--- src/slcs_pkg.sv ---
// Purpose: Constants for the serial link control-symbol layer.
// Assumes: 8b/10b code groups, bit order abcdei fghj, a as MSB.
// Notes:   Special groups hold the negative-disparity form; positive is its inverse.
package slcs_pkg;
   // ------------------------------------------------------------
   // Ordered sets
   // ------------------------------------------------------------
   typedef enum logic [3:0] {
      SLCS_OS_IDLE, SLCS_OS_EOP, SLCS_OS_BYTE_DIS, SLCS_OS_FLOW_ON, SLCS_OS_FLOW_OFF,
      SLCS_OS_ERROR, SLCS_OS_INIT0, SLCS_OS_INIT1, SLCS_OS_LINK, SLCS_OS_NONE
   } slcs_os_e;
   // ------------------------------------------------------------
   // Special groups, octet and negative-disparity code
   // ------------------------------------------------------------
   localparam logic [7:0] K28_0_OCT = 8'h1C;
   localparam logic [7:0] K28_1_OCT = 8'h3C;
   localparam logic [7:0] K28_2_OCT = 8'h5C;
   localparam logic [7:0] K28_3_OCT = 8'h7C;
   localparam logic [7:0] K28_4_OCT = 8'h9C;
   localparam logic [7:0] K28_5_OCT = 8'hBC;
   localparam logic [7:0] K28_6_OCT = 8'hDC;
   localparam logic [7:0] K28_7_OCT = 8'hFC;
   localparam logic [7:0] K23_7_OCT = 8'hF7;
   localparam logic [7:0] K27_7_OCT = 8'hFB;
   localparam logic [7:0] K29_7_OCT = 8'hFD;
   localparam logic [7:0] K30_7_OCT = 8'hFE;
   localparam logic [9:0] K28_0_NEG = 10'h0F4;
   localparam logic [9:0] K28_1_NEG = 10'h0F9;
   localparam logic [9:0] K28_2_NEG = 10'h0F5;
   localparam logic [9:0] K28_3_NEG = 10'h0F3;
   localparam logic [9:0] K28_4_NEG = 10'h0F2;
   localparam logic [9:0] K28_5_NEG = 10'h0FA;
   localparam logic [9:0] K28_6_NEG = 10'h0F6;
   localparam logic [9:0] K28_7_NEG = 10'h0F8;
   localparam logic [9:0] K23_7_NEG = 10'h3A8;
   localparam logic [9:0] K27_7_NEG = 10'h368;
   localparam logic [9:0] K29_7_NEG = 10'h2E8;
   localparam logic [9:0] K30_7_NEG = 10'h1E8;
   localparam int         LINK_TIMER_CYCLES = 4096;
   localparam logic       RD_RESET = 1'b0;
endpackage

--- src/slcs_link.sv ---
// Purpose: Control-symbol encoder and decoder for an 8b/10b serial link.
// Assumes: Data groups are coded elsewhere; rx_is_data_in flags a valid data group.
// Notes:   Disparity is tracked per group from its ones count.
`timescale 1ns/1ps
`default_nettype none
module slcs_link #(
   parameter int LINK_TIMER = slcs_pkg::LINK_TIMER_CYCLES
) (
   // Clock and reset
   input  wire logic       clk_sys_in,
   input  wire logic       rst_in,
   // Transmit requests
   input  wire logic       v2_mode_in,
   input  wire logic       tx_data_valid_in,
   input  wire logic [9:0] tx_data_code_in,
   input  wire logic       tx_eop_in,
   input  wire logic       tx_byte_dis_in,
   input  wire logic       rx_queue_full_in,
   input  wire logic       pkt_fault_in,
   input  wire logic       link_init_in,
   input  wire logic       init0_in,
   input  wire logic       init1_in,
   output logic            tx_data_ready_out,
   output logic [9:0]      tx_code_out,
   output logic            tx_rd_out,
   // Receive side
   input  wire logic       rx_valid_in,
   input  wire logic [9:0] rx_code_in,
   input  wire logic       rx_is_data_in,
   output logic            rx_ctrl_out,
   output logic [7:0]      rx_octet_out,
   output logic [3:0]      rx_set_out,
   output logic            rx_error_out,
   output logic            remote_stop_out
);
   // ------------------------------------------------------------
   // Helpers
   // ------------------------------------------------------------
   function automatic logic [3:0] ones(input logic [9:0] c);
      logic [3:0] n;
      n = 4'h0;
      for (int i = 0; i < 10; i++) begin
         n = n + {3'h0, c[i]};
      end
      return n;
   endfunction
   function automatic logic [9:0] pick(input logic [9:0] neg, input logic rd);
      return rd ? ~neg : neg;
   endfunction
   // ------------------------------------------------------------
   // Transmit selection
   // ------------------------------------------------------------
   logic        rd_tx_reg;
   logic [9:0]  tx_code_reg;
   logic [12:0] timer_reg;
   logic        link_due_reg;
   logic        fc_on_reg;
   slcs_pkg::slcs_os_e os_sel;
   logic [9:0]  neg_sel;
   logic [9:0]  tx_next;
   logic [3:0]  tx_ones;
   wire         fc_change = rx_queue_full_in != fc_on_reg;
   wire         timer_hit = timer_reg == 13'(LINK_TIMER - 1);
   // Priority: error, link, init, flow control, packet symbols, data, idle.
   always_comb begin
      if (pkt_fault_in) begin
         os_sel = slcs_pkg::SLCS_OS_ERROR;
      end else if (link_init_in || link_due_reg) begin
         os_sel = slcs_pkg::SLCS_OS_LINK;
      end else if (init0_in) begin
         os_sel = slcs_pkg::SLCS_OS_INIT0;
      end else if (init1_in) begin
         os_sel = slcs_pkg::SLCS_OS_INIT1;
      end else if (fc_change && !v2_mode_in) begin
         // Version 2.0 links skip these codes and send the next lower request (packet symbol, data or idle).
         os_sel = rx_queue_full_in ? slcs_pkg::SLCS_OS_FLOW_ON
                                   : slcs_pkg::SLCS_OS_FLOW_OFF;
      end else if (tx_eop_in) begin
         os_sel = slcs_pkg::SLCS_OS_EOP;
      end else if (tx_byte_dis_in) begin
         os_sel = slcs_pkg::SLCS_OS_BYTE_DIS;
      end else if (tx_data_valid_in) begin
         os_sel = slcs_pkg::SLCS_OS_NONE;
      end else begin
         os_sel = slcs_pkg::SLCS_OS_IDLE;
      end
   end
   always_comb begin
      case (os_sel)
         slcs_pkg::SLCS_OS_IDLE:     neg_sel = slcs_pkg::K28_5_NEG;
         slcs_pkg::SLCS_OS_EOP:      neg_sel = slcs_pkg::K29_7_NEG;
         slcs_pkg::SLCS_OS_BYTE_DIS: neg_sel = slcs_pkg::K23_7_NEG;
         slcs_pkg::SLCS_OS_FLOW_ON:  neg_sel = slcs_pkg::K28_0_NEG;
         slcs_pkg::SLCS_OS_FLOW_OFF: neg_sel = slcs_pkg::K28_2_NEG;
         slcs_pkg::SLCS_OS_ERROR:    neg_sel = slcs_pkg::K28_1_NEG;
         slcs_pkg::SLCS_OS_INIT0:    neg_sel = slcs_pkg::K28_4_NEG;
         slcs_pkg::SLCS_OS_INIT1:    neg_sel = slcs_pkg::K28_6_NEG;
         slcs_pkg::SLCS_OS_LINK:     neg_sel = slcs_pkg::K30_7_NEG;
         default:                    neg_sel = slcs_pkg::K28_5_NEG;
      endcase
   end
   assign tx_next = (os_sel == slcs_pkg::SLCS_OS_NONE) ? tx_data_code_in
                                                       : pick(neg_sel, rd_tx_reg);
   assign tx_ones = ones(tx_next);
   assign tx_data_ready_out = os_sel == slcs_pkg::SLCS_OS_NONE;
   assign tx_code_out = tx_code_reg;
   assign tx_rd_out = rd_tx_reg;
   wire fc_sent = (os_sel == slcs_pkg::SLCS_OS_FLOW_ON) || (os_sel == slcs_pkg::SLCS_OS_FLOW_OFF);
   always_ff @(posedge clk_sys_in) begin
      if (rst_in) begin
         rd_tx_reg    <= slcs_pkg::RD_RESET;
         tx_code_reg  <= slcs_pkg::K28_5_NEG;
         timer_reg    <= 13'h0000;
         link_due_reg <= 1'b0;
         fc_on_reg    <= 1'b0;
      end else begin
         tx_code_reg <= tx_next;
         if (tx_ones != 4'h5) begin
            rd_tx_reg <= tx_ones > 4'h5;
         end
         timer_reg <= timer_hit ? 13'h0000 : timer_reg + 13'h0001;
         if (os_sel == slcs_pkg::SLCS_OS_LINK) begin
            link_due_reg <= 1'b0;
         end
         if (timer_hit) begin
            link_due_reg <= 1'b1;
         end
         if (fc_sent || v2_mode_in) begin
            fc_on_reg <= rx_queue_full_in;
         end
      end
   end
   // ------------------------------------------------------------
   // Receive decoding
   // ------------------------------------------------------------
   logic       rd_rx_reg;
   logic       stop_reg;
   logic       rx_ctrl_reg;
   logic       rx_err_reg;
   logic [7:0] rx_oct_reg;
   logic [3:0] rx_set_reg;
   logic [7:0] k_oct;
   logic       k_hit;
   wire  [9:0] rx_neg = rd_rx_reg ? ~rx_code_in : rx_code_in;
   wire  [3:0] rx_ones = ones(rx_code_in);
   always_comb begin
      k_hit = 1'b1;
      case (rx_neg)
         slcs_pkg::K28_0_NEG: k_oct = slcs_pkg::K28_0_OCT;
         slcs_pkg::K28_1_NEG: k_oct = slcs_pkg::K28_1_OCT;
         slcs_pkg::K28_2_NEG: k_oct = slcs_pkg::K28_2_OCT;
         slcs_pkg::K28_3_NEG: k_oct = slcs_pkg::K28_3_OCT;
         slcs_pkg::K28_4_NEG: k_oct = slcs_pkg::K28_4_OCT;
         slcs_pkg::K28_5_NEG: k_oct = slcs_pkg::K28_5_OCT;
         slcs_pkg::K28_6_NEG: k_oct = slcs_pkg::K28_6_OCT;
         slcs_pkg::K28_7_NEG: k_oct = slcs_pkg::K28_7_OCT;
         slcs_pkg::K23_7_NEG: k_oct = slcs_pkg::K23_7_OCT;
         slcs_pkg::K27_7_NEG: k_oct = slcs_pkg::K27_7_OCT;
         slcs_pkg::K29_7_NEG: k_oct = slcs_pkg::K29_7_OCT;
         slcs_pkg::K30_7_NEG: k_oct = slcs_pkg::K30_7_OCT;
         default: begin
            k_oct = 8'h00;
            k_hit = 1'b0;
         end
      endcase
   end
   slcs_pkg::slcs_os_e rx_set;
   always_comb begin
      case (k_oct)
         slcs_pkg::K28_5_OCT: rx_set = slcs_pkg::SLCS_OS_IDLE;
         slcs_pkg::K29_7_OCT: rx_set = slcs_pkg::SLCS_OS_EOP;
         slcs_pkg::K23_7_OCT: rx_set = slcs_pkg::SLCS_OS_BYTE_DIS;
         slcs_pkg::K28_0_OCT: rx_set = slcs_pkg::SLCS_OS_FLOW_ON;
         slcs_pkg::K28_2_OCT: rx_set = slcs_pkg::SLCS_OS_FLOW_OFF;
         slcs_pkg::K28_1_OCT: rx_set = slcs_pkg::SLCS_OS_ERROR;
         slcs_pkg::K28_4_OCT: rx_set = slcs_pkg::SLCS_OS_INIT0;
         slcs_pkg::K28_6_OCT: rx_set = slcs_pkg::SLCS_OS_INIT1;
         slcs_pkg::K30_7_OCT: rx_set = slcs_pkg::SLCS_OS_LINK;
         default:             rx_set = slcs_pkg::SLCS_OS_NONE;
      endcase
   end
   wire rx_bad = !(k_hit && rx_set != slcs_pkg::SLCS_OS_NONE && 1'b1) && !k_hit && !rx_is_data_in;
   always_ff @(posedge clk_sys_in) begin
      if (rst_in) begin
         rd_rx_reg   <= slcs_pkg::RD_RESET;
         stop_reg    <= 1'b0;
         rx_ctrl_reg <= 1'b0;
         rx_err_reg  <= 1'b0;
         rx_oct_reg  <= 8'h00;
         rx_set_reg  <= 4'(slcs_pkg::SLCS_OS_NONE);
      end else begin
         rx_ctrl_reg <= rx_valid_in && k_hit;
         rx_err_reg  <= rx_valid_in && rx_bad;
         if (rx_valid_in) begin
            rx_oct_reg <= k_oct;
            rx_set_reg <= 4'(k_hit ? rx_set : slcs_pkg::SLCS_OS_NONE);
            if (rx_ones != 4'h5) begin
               rd_rx_reg <= rx_ones > 4'h5;
            end
            if (k_hit && rx_set == slcs_pkg::SLCS_OS_FLOW_ON) begin
               stop_reg <= 1'b1;
            end else if (k_hit && rx_set == slcs_pkg::SLCS_OS_FLOW_OFF) begin
               stop_reg <= 1'b0;
            end
         end
      end
   end
   assign rx_ctrl_out     = rx_ctrl_reg;
   assign rx_octet_out    = rx_oct_reg;
   assign rx_set_out      = rx_set_reg;
   assign rx_error_out    = rx_err_reg;
   assign remote_stop_out = stop_reg;
endmodule
`default_nettype wire

--- config.mk ---
export PLATFORM = sky130hd
export DESIGN_NAME = slcs_link
export DESIGN_NICKNAME = d
export VERILOG_FILES = /design/src/slcs_pkg.sv /design/src/slcs_link.sv
export SDC_FILE = /design/constraint.sdc
export NUM_CORES = 1
export LEC_CHECK = 0
export ABC_AREA = 1
export ABC_CLOCK_PERIOD_IN_PS = 4300
export BUFFER_PORTS_ARGS = -buffer_cell sky130_fd_sc_hd__buf_2
export CORE_MARGIN = 2
export CORE_UTILIZATION = 30
export CTS_CLUSTER_DIAMETER = 40
export DETAILED_ROUTE_END_ITERATION = 12
export PLACE_DENSITY = 0.47
export SLEW_MARGIN = 20
export SYNTH_ARGS = -nofsm -noshare
export SYNTH_HDL_FRONTEND = slang
export SYNTH_SLANG_ARGS = --single-unit
export TNS_END_PERCENT = 10
--- constraint.sdc ---
create_clock -name clk_sys_in -period 4.3 [get_ports clk_sys_in]
set_clock_uncertainty 0.1 [all_clocks]
set_input_delay 0.86 -clock clk_sys_in [delete_from_list [all_inputs] [get_ports clk_sys_in]]
set_output_delay 0.86 -clock clk_sys_in [all_outputs]
set_load 0.02 [all_outputs]
# Yosys cells after proc, flatten, opt, wreduce, memory -nomap -nowiden
# Memory sizes are Yosys's and may differ from the RTL's.
# Index checks and enable logic that the tools add are counted.
[word_totals]
input_bits = 33
memories = 1
regBits = 42
rom_bits = 128
wordCells = 108
output_inout_bits = 27
[classes]
reduce_logical = 21
eq_ne = 32
n_addsub = 19
mux = 20
bitwise_logic = 2
magnitude_cmp = 2
[mem_list]
columns = ["memory", "depth", "width", "rd", "rd_ports_with_merged_regs", "write_ports", "line", "source"]
rows = [
  ["(name not given)", 16, 8, 1, 0, 0, "slcs_link.sv:89", "case (os_sel)"],
]
[op_table]
columns = ["operator", "count"]
rows = [
  ["$pmux W8 S12", 1],
  ["$eq A10 B8 Y1 const B", 8],
  ["$add A4 B1 Y4", 12],
  ["$eq A8 B8 Y1 const B", 6],
  ["$mux W4", 9],
  ["$pmux W4 S9", 1],
  ["$eq A10 B10 Y1 const B", 3],
  ["$mux W10", 3],
  ["$not A10 Y10", 2],
  ["$add A13 B1 Y13 const B", 1],
  ["$eq A13 B12 Y1 const B", 1],
  ["$reduce_or A12 Y1", 1],
  ["$eq A10 B9 Y1 const B", 1],
  ["$add A3 B1 Y4", 2],
  ["$eq A4 B2 Y1 const B", 2],
  ["$eq A4 B3 Y1 const B", 2],
  ["$eq A4 B4 Y1 const B", 2],
  ["$eq A8 B5 Y1 const B", 1],
  ["$eq A8 B6 Y1 const B", 1],
  ["$eq A8 B7 Y1 const B", 1],
  ["$gt A4 B3 Y1 const B", 2],
  ["$logic_and A1 B1 Y1", 8],
  ["$ne A4 B3 Y1 const B", 2],
  ["$add A2 B1 Y3", 2],
  ["10 further kinds", 22],
]

# Longest topological paths before layout
# Gate-level depths: netlist (run 1).
# An unclocked memory read counts as a cell.
[logic_depth]
depth_word = 22
mapped_depth = 24
ltp_nobuf = 24

# Least setup slack after synthesis (run 1)
# No wires, ideal clock.
[synth_timing]
kind = "input -> register"
startpoint = "in v2_mode_in"
endpoint = "reg rd_tx_reg (netlist: tx_rd_out)"
arrival_time_ns = 4.523
cell_stages = 21
slack_ns = -0.456
t_required_ns = 4.067
n_path_buf = 0
cell_sequence = "inv_1 > nand3_1 > nand3_1 > a21o_1 > nand2_1 > nand2_1 > ha_1 > nand2_1 > clkinv_1 > nand2_1 > and3_1 > fa_1 > fa_1 > fa_1 > inv_1 > ha_1 > inv_1 > fa_1 > nand2_1 > nand2_1 > a31oi_1"
[synth_between]
elab_cells_between_ends = 23
classes_between = "9 x add/sub; 1 x order compare; 2 x eq/ne; 7 x mux; 1 x bitwise; 2 x reduce/logical; 1 x memory"
[synth_rtl]
columns = ["item", "line", "source"]
rows = [
  ["from (decl)", "slcs_link.sv:13", "input wire logic v2_mode_in,"],
  ["$logic_not A1 Y1 (*)", "slcs_link.sv:74", "end else if (fc_change && !v2_mode_in) begin"],
  ["$logic_and A1 B1 Y1 (*)", "slcs_link.sv:74", ""],
  ["$mux W4 (*)", "slcs_link.sv:74", ""],
  ["$mux W4 (*)", "slcs_link.sv:72", "end else if (init1_in) begin"],
  ["$mux W4 (*)", "slcs_link.sv:70", "end else if (init0_in) begin"],
  ["$mux W4 (*)", "slcs_link.sv:68", "end else if (link_init_in || link_due_reg) begin"],
  ["$mux W4 (*)", "slcs_link.sv:66", "if (pkt_fault_in) begin"],
  ["$eq A4 B4 Y1 (*)", "-", ""],
  ["via tx_data_ready_out", "slcs_link.sv:23", "output logic tx_data_ready_out,"],
  ["$mux W10 (*)", "slcs_link.sv:102", "assign tx_next = (os_sel == slcs_pkg::SLCS_OS_NONE) ? tx_data_code_in"],
  ["$add A1 B1 Y2", "slcs_link.sv:43", "n = n + {3'h0, c[i]};"],
  ["$add A2 B1 Y3", "slcs_link.sv:43", ""],
  ["$add A3 B1 Y4", "slcs_link.sv:43", ""],
  ["$add A4 B1 Y4 (5 in series)", "slcs_link.sv:43", ""],
  ["$add A4 B1 Y4 (*)", "slcs_link.sv:43", ""],
  ["$gt A4 B3 Y1 / $ne A4 B3 Y1 (equally long branches)", "slcs_link.sv:119, slcs_link.sv:118", ""],
  ["to (signal assigned)", "slcs_link.sv:111", "rd_tx_reg <= slcs_pkg::RD_RESET;"],
  ["to (signal assigned)", "slcs_link.sv:119", "rd_tx_reg <= tx_ones > 4'h5;"],
  ["to (decl)", "slcs_link.sv:53", "logic rd_tx_reg;"],
]
# Mark *: on every way through the listed nets, which the timed path passes. The rest lies on a longest branch.
# A chain may end at the register's enable or synchronous reset.

# Final worst setup path (run 1)
[layout_timing]
startpoint = "in v2_mode_in"
endpoint = "reg rd_tx_reg (netlist: tx_rd_out)"
[layout_between]
elab_chain_len = 21
elab_cells_between_ends = 23
classes_between = "9 x add/sub; 1 x order compare; 2 x eq/ne; 7 x mux; 1 x bitwise; 2 x reduce/logical; 1 x memory"
[layout_rtl]
columns = ["item", "line", "source"]
rows = [
  ["$logic_not A1 Y1 (*)", "slcs_link.sv:74", ""],
  ["$logic_and A1 B1 Y1 (*)", "slcs_link.sv:74", ""],
  ["$mux W4 (*)", "slcs_link.sv:74", ""],
  ["$mux W4 (*)", "slcs_link.sv:72", ""],
  ["$mux W4 (*)", "slcs_link.sv:70", ""],
  ["$mux W4 (*)", "slcs_link.sv:68", ""],
  ["$mux W4 (*)", "slcs_link.sv:66", ""],
  ["$mem_v2 Z16 W8", "-", ""],
  ["$not A10 Y10", "slcs_link.sv:48", "return rd ? ~neg : neg;"],
  ["$mux W10", "slcs_link.sv:48", ""],
  ["$mux W10 (*)", "slcs_link.sv:102", ""],
  ["$add A1 B1 Y2", "slcs_link.sv:43", ""],
  ["$add A2 B1 Y3", "slcs_link.sv:43", ""],
  ["$add A3 B1 Y4", "slcs_link.sv:43", ""],
  ["$add A4 B1 Y4 (5 in series)", "slcs_link.sv:43", ""],
  ["$add A4 B1 Y4 (*)", "slcs_link.sv:43", ""],
  ["$gt A4 B3 Y1 / $ne A4 B3 Y1 (equally long branches)", "slcs_link.sv:119, slcs_link.sv:118", ""],
]
# Every way passes the cells marked *; elsewhere a longest branch is shown, timed or not.

==> flow_metrics.env, run 1 <==
export IMPL_fin_cells=686
export IMPL_synth_fp_nets=505
export IMPL_clock_sinks=42
export IMPL_globalplace_congestion=0.859
export IMPL_min_period_over_period_pct=104
export IMPL_critPathMaxFanout=3
export IMPL_yosysWarnings=0
export IMPL_violations="setup timing"
export IMPL_grt_usage_pct=14.2
export IMPL_start_util_pct=30.7
export IMPL_coreArea_um2=10200
export IMPL_syn2layout_area_growth_pct=31.6
export IMPL_wl_per_cell_um=11.5
export IMPL_vias=3041
export IMPL_die_x_um=106
export IMPL_async_reset_ff_share_pct=0
export IMPL_cp_required_ns=4.37
export IMPL_cp_start_kind="input pin"
export IMPL_syn_avg_cell_area_um2=6.97
export IMPL_cpMaxStageDelayCell="fa_1"
export IMPL_finalHoldViolations=0
export IMPL_rows=37
export IMPL_drt_initial_drc_count=111
export IMPL_syn_area_um2=3140
export IMPL_drt_pass1_iter_count=4
export IMPL_numCtsBuffers=5
export IMPL_hp_class="reg -> reg"
export IMPL_rr_worst_depth=23
export IMPL_final_nets=603
export IMPL_cts_root_buf="clkbuf_8"
export IMPL_grt_max_degree=17
export IMPL_h_tree_depth=2
export IMPL_fmax_ghz=0.223
export IMPL_period_needed_ns=4.48
export IMPL_cpPeakStageDelay_ns=0.54
export IMPL_overflow=0
export IMPL_io_buffers=59
export IMPL_ys_ff_latch=42
export IMPL_rrSetupSlack_ns=0.14
export IMPL_hpwl_mm=6.33
export IMPL_setup_viol=1
export IMPL_die_area_um2=11300
export IMPL_drc=0
export IMPL_drv_slew=0
export IMPL_fin_ws_ns=-0.185
export IMPL_setup_worst_path_end_class="flip-flop"
export IMPL_placedCellCount=671
export IMPL_cap_violations=0
export IMPL_status="complete, but fails checks"
export IMPL_drt_wl_total_mm=7.88
export IMPL_worstPathArrival_ns=4.56
export IMPL_synthFlopType="dfxtp_1"
export IMPL_r2r_end="tx_rd_out"
export IMPL_antenna_found_initial=0
export IMPL_die_h_um=106
export IMPL_cts_tree="done"
export IMPL_drive_above_1_share_pct=34.5
export IMPL_synth_edf_count=0
export IMPL_hp_start="rx_octet_out[5]"
export IMPL_cts_clk_slew_worst_paths_ns=0.09
export IMPL_largest_register_ff_count=13
export IMPL_grt_pass1_vias=2840
export IMPL_worst_pin_slew_ns=0.663
export IMPL_pin_count=60
export IMPL_syn_inst=451
export IMPL_yosys_cell_types_count=45
export IMPL_rr_startpoint="fc_on_reg"
export IMPL_worstSetupPathType="in -> reg"
export IMPL_rsz0062_at_grt="true"
export IMPL_antenna_left=0
export IMPL_ir_drop_v=0.000288
export IMPL_p_leak_nw=2.12
export IMPL_avgViaCountPerCell=4.43
export IMPL_p_per_area_nw_per_um2=454
export IMPL_clock_latency_ns=0.30
export IMPL_whs_path_depth=2
export IMPL_grt_pass1_wl_mm=13.1
export IMPL_postLayoutCellArea_um2=4140
export IMPL_placed_cell_area_um2=3860
export IMPL_ys_seq_area_share_pct=26.8
export IMPL_hold_end="rx_octet_out[5]"
export IMPL_cts_max_path_buffers=2
export IMPL_relSlewSlack_pct=55.7
export IMPL_antennaDiodeCount=0
-- cells by family after synthesis --
kind of cell | after synthesis | synth area share [%]
and+or+nand+nor | 257 | 41.2
buffers and inverters | 83 | 11.4
DFF | 42 | 26.8
AOI/OAI and AO/OA | 41 | 7.40
adders and majority gates | 21 | 11.2
xor gates and xnor gates | 7 | 1.95
-- cell usage in the layout, fill, tap and decap left out, drive strengths merged --
| cell type | synthesis | final |
|---|---|---|
| nand2 | 142 | 142 |
| buf | 5 | 99 |
| inv | 74 | 74 |
| nor2 | 53 | 53 |
| dfxtp | 42 | 42 |
| nand3 | 34 | 34 |
| o21ai | 17 | 17 |
| fa | 12 | 12 |
| nand4 | 12 | 12 |
| a21oi | 11 | 11 |
| ha | 9 | 9 |
| a31oi | 7 | 7 |
| xor2 | 6 | 6 |
| nor3 | 6 | 6 |
| clkbuf | 3 | 5 |
| and3 | 4 | 4 |
| clkinv | 1 | 2 |
| nor3b | 2 | 2 |
| bufinv | 0 | 2 |
| or2 | 2 | 2 |
| nand3b | 1 | 1 |
| a21o | 1 | 1 |
| and2 | 1 | 1 |
| o211ai | 1 | 1 |
| xnor2 | 1 | 1 |
| a211oi | 1 | 1 |
| a22o | 1 | 1 |
| a22oi | 1 | 1 |
| o22ai | 1 | 1 |
-- where the power goes --
group	switching, W	total [W]	internal [W]
Sequential	0.0000367	0.000460	0.000424
Combinational	0.000601	0.00103	0.000433
Clock	0.000150	0.000383	0.000233
-- cells in the mapped netlist (6+ instances only) --
cell     number  area (µm²)
ha_1          9         113
nand2_2      10        62.6
nand3_2       6        60.1
dfxtp_1      42         841
nand4_1      10        62.6
fa_1         12         240
inv_1        68         255
nand2_1     123         462
o21ai_0      14        70.1
nor2_1       45         169
nand2_4       9         101
xor2_1        6        52.6
a21oi_1      11        55.1
nand3_1      27         135
a31oi_1       7        43.8
-- how the worst max path moves through the flow --
stage                startpoint         to  slack [ns]
2_1_floorplan  rx_queue_full_in  tx_rd_out       -0.19
3_3_place_gp   rx_queue_full_in  tx_rd_out       -0.45
3_5_place_dp   rx_queue_full_in  tx_rd_out       -0.56
4_1_cts        rx_queue_full_in  tx_rd_out       -0.19
5_1_grt              v2_mode_in  tx_rd_out       -0.34
6_report             v2_mode_in  tx_rd_out       -0.18
-- critical path, delay by kind of cell --
family          cells  cell delay, ns
buf+inv             7            0.44
simple gates       10            0.83
fa+ha+maj           6            2.28
compound gates      2            0.18
-- what timing repair did --
| item | in CTS | in global routing |
|---|---|---|
| hold buffers | 0 | 0 |
| hold endpoints to repair | 0 | 0 |
| buffers inserted | 6 | 1 |
| gates resized for setup | 14 | 13 |
| endpoints found under the setup margin | 1 | 1 |
| pin swaps | 15 | 14 |
-- per-layer routing --
metal	routed length, µm	share of wire [%]	up-vias	global-route usage, %
met5	0	0	-	0
met4	35	0.44	0	1.69
met3	340	4.3	4	2.82
met2	3410	43	57	22.0
met1	4100	52	1367	20.8
li1	-	-	1613	-
-- layout make-up --
cell class,count,area [µm²]
Inverter,75,297
Tap cell,136,170
Fill cell,1086,6090
Timing Repair Buffer,99,606
Multi-Input combinational cell,326,2090
Clock inverter,3,68.8
Sequential cell,42,841
Clock buffer,5,68.8
-- metrics by stage --
stage	setup TNS [ns]	total power [W]	util (%)	hold WS, ns	setup slack [ns]
detailed placement	-0.561	0.00147	37.7	0.337	-0.561
CTS	-0.190	0.00190	40.0	0.354	-0.190
finish	-0.185	0.00188	40.4	0.352	-0.185
floorplan	-0.188	0.00123	-	0.318	-0.188
global placement	-0.453	0.00143	37.7	0.331	-0.453
global route	-0.343	0.00206	40.4	0.371	-0.343
Note: power is estimated with default switching activity, not from simulation.
==> inputs of run 2 (changes only) <==
- ABC_CLOCK_PERIOD_IN_PS: 4300 -> 4160
- PLACE_DENSITY: 0.47 -> 0.46
- clock period: 4.3 -> 4.16 ns (I/O delays scaled with it)
==> flow_metrics.env, run 2 (synthesized netlist as in run 1, its figures left out) <==
export IMPL_violations="setup timing"
export IMPL_hold_buffers=0
export IMPL_cts_tree="done"
export IMPL_power_switching_w=0.000828
export IMPL_die_h_um=106
export IMPL_die_area_um2=11300
export IMPL_rsz0062_at_grt="true"
export IMPL_mostFrequentLayoutCells="111 x nand2_1, 61 x inv_1, 57 x buf_2"
export IMPL_antenna_left=0
export IMPL_antennaDiodeCount=0
export IMPL_hpwl_mm=6.41
export IMPL_finalHoldViolations=0
export IMPL_cap_violations=0
export IMPL_numCtsBuffers=5
export IMPL_p_leak_nw=2.14
export IMPL_die_x_um=106
export IMPL_ir_drop_v=0.000331
export IMPL_rr_startpoint="fc_on_reg"
export IMPL_busiest_layer="met2"
export IMPL_grt_pass1_vias=2955
export IMPL_drt_pass1_iter_count=4
export IMPL_drv_slew=0
export IMPL_grt_max_degree=17
export IMPL_grt_use_met2_pct=22.7
export IMPL_power_switching_share_pct=44.2
export IMPL_start_util_pct=30.7
export IMPL_fillCellCount=1103
export IMPL_avgViaCountPerCell=4.45
export IMPL_fin_ws_ns=-0.260
export IMPL_worstPathArrival_ns=4.50
export IMPL_status="complete, but fails checks"
export IMPL_io_buffers=59
export IMPL_preCtsSetupSlack_ns=-0.711
export IMPL_period_needed_ns=4.42
export IMPL_internal_power_w=0.00105
export IMPL_cp_required_ns=4.24
export IMPL_seq_area_um2=841
export IMPL_cts_max_path_buffers=2
export IMPL_pin_count=60
export IMPL_hp_class="reg -> reg"
export IMPL_setup_viol=1
export IMPL_worstSetupPathType="in -> reg"
export IMPL_pwr_share_seq_pct=25.4
export IMPL_multiInputGateArea_um2=2100
export IMPL_rows=37
export IMPL_r2r_end="tx_rd_out"
export IMPL_wl_per_cell_um=11.8
export IMPL_rr_worst_depth=25
export IMPL_drive_above_1_share_pct=35.9
export IMPL_overflow=0
export IMPL_hp_start="timer_reg[12]"
export IMPL_whs_path_depth=2
export IMPL_drc=0
export IMPL_clock_power_share_pct=15.1
export IMPL_total_power_w=0.00187
export IMPL_final_nets=610
export IMPL_worst_pin_slew_ns=0.660
export IMPL_largest_register_ff_count=13
export IMPL_cts_clk_slew_worst_paths_ns=0.08
export IMPL_relSlewSlack_pct=56.0
export IMPL_p_comb_share_pct=59.5
export IMPL_drt_wl_total_mm=8.17
export IMPL_critPathMaxFanout=3
export IMPL_vias=3083
export IMPL_hold_end="timer_reg[12]"
export IMPL_cp_start_kind="input pin"
export IMPL_globalplace_congestion=0.848
export IMPL_grt_util_met1_pct=20.9
export IMPL_use_met3_pct=3.43
export IMPL_clock_latency_ns=0.30
export IMPL_drt_initial_drc_count=123
export IMPL_p_per_area_nw_per_um2=450
export IMPL_setup_worst_path_end_class="flip-flop"
export IMPL_rrSetupSlack_ns=0.02
export IMPL_grt_pass1_wl_mm=13.6
export IMPL_syn2layout_area_growth_pct=32.5
export IMPL_setup_tns_ns=-0.260
export IMPL_layout_cells_most_common="nand2_1"
export IMPL_coreArea_um2=10200
export IMPL_clock_sinks=42
export IMPL_min_period_over_period_pct=106
export IMPL_h_tree_depth=2
export IMPL_antenna_found_initial=0
export IMPL_cts_root_buf="clkbuf_8"
export IMPL_grt_usage_pct=14.9
export IMPL_fmax_ghz=0.226
[run 2: how the worst max path moves through the flow]
stage	slack, ns	end	cells past startpoint	startpoint
floorplan	-0.30	tx_rd_out	20	rx_queue_full_in
detailed placement	-0.71	tx_rd_out	22	rx_queue_full_in
global placement	-0.57	tx_rd_out	22	rx_queue_full_in
global route	-0.48	tx_rd_out	26	tx_byte_dis_in
CTS	-0.30	tx_rd_out	22	rx_queue_full_in
finish	-0.26	tx_rd_out	24	v2_mode_in
[run 2: cell type report]
type,count,share of cell area [%]
Clock buffer,6,1.98
Timing Repair Buffer,106,16.0
Multi-Input combinational cell,326,50.3
Sequential cell,42,20.2
Tap cell,136,4.09
Inverter,75,7.18
Clock inverter,2,0.300
[run 2: routing by layer]
layer  vias up  share of wire (%)
met1      1389                 50
met4         0                1.5
met3        12                5.1
met5         -                  0
met2        58                 43
li1       1624                  -
[run 2: critical path, stage by stage]
cell,delay (ns)
buf_2,0.10
inv_2,0.06
nand3_2,0.08
buf_4,0.14
nand2_1,0.05
nor2_1,0.05
nor2_2,0.13
nor2_1,0.06
buf_4,0.15
buf_4,0.13
nand2_2,0.07
nand2_2,0.07
o21ai_2,0.12
nand3_2,0.10
fa_1,0.51
fa_1,0.43
fa_1,0.45
inv_1,0.07
ha_2,0.18
inv_2,0.04
fa_2,0.50
nand2_1,0.05
nand2_1,0.06
a31oi_1,0.06
[run 2: power by group through the flow]
stage / clock (W) / combinational (W) / sequential (W)
detailed placement: 0 / 0.00103 / 0.000483
CTS: 0.000296 / 0.00109 / 0.000476
global route: 0.000315 / 0.00127 / 0.000482
finish: 0.000283 / 0.00112 / 0.000477
global placement: 0 / 0.000987 / 0.000484
floorplan: 0 / 0.000778 / 0.000496
[run 2: metrics by stage]
step | hold slack [ns] | instance area (µm²) | util (%) | cells
6_report | 0.346 | 4170 | 40.7 | 693
5_1_grt | 0.363 | 4170 | 40.7 | 693
4_1_cts | 0.350 | 4070 | 39.8 | 687
3_5_place_dp | 0.338 | 3850 | 37.6 | 670
3_3_place_gp | 0.329 | 3850 | 37.6 | 670
2_1_floorplan | 0.318 | 3220 | - | 451
[run 2: timing repair]
action	in CTS	in global routing
pin swaps	14	22
gates resized for setup	17	16
setup buffers	9	6
setup endpoints to repair	1	1
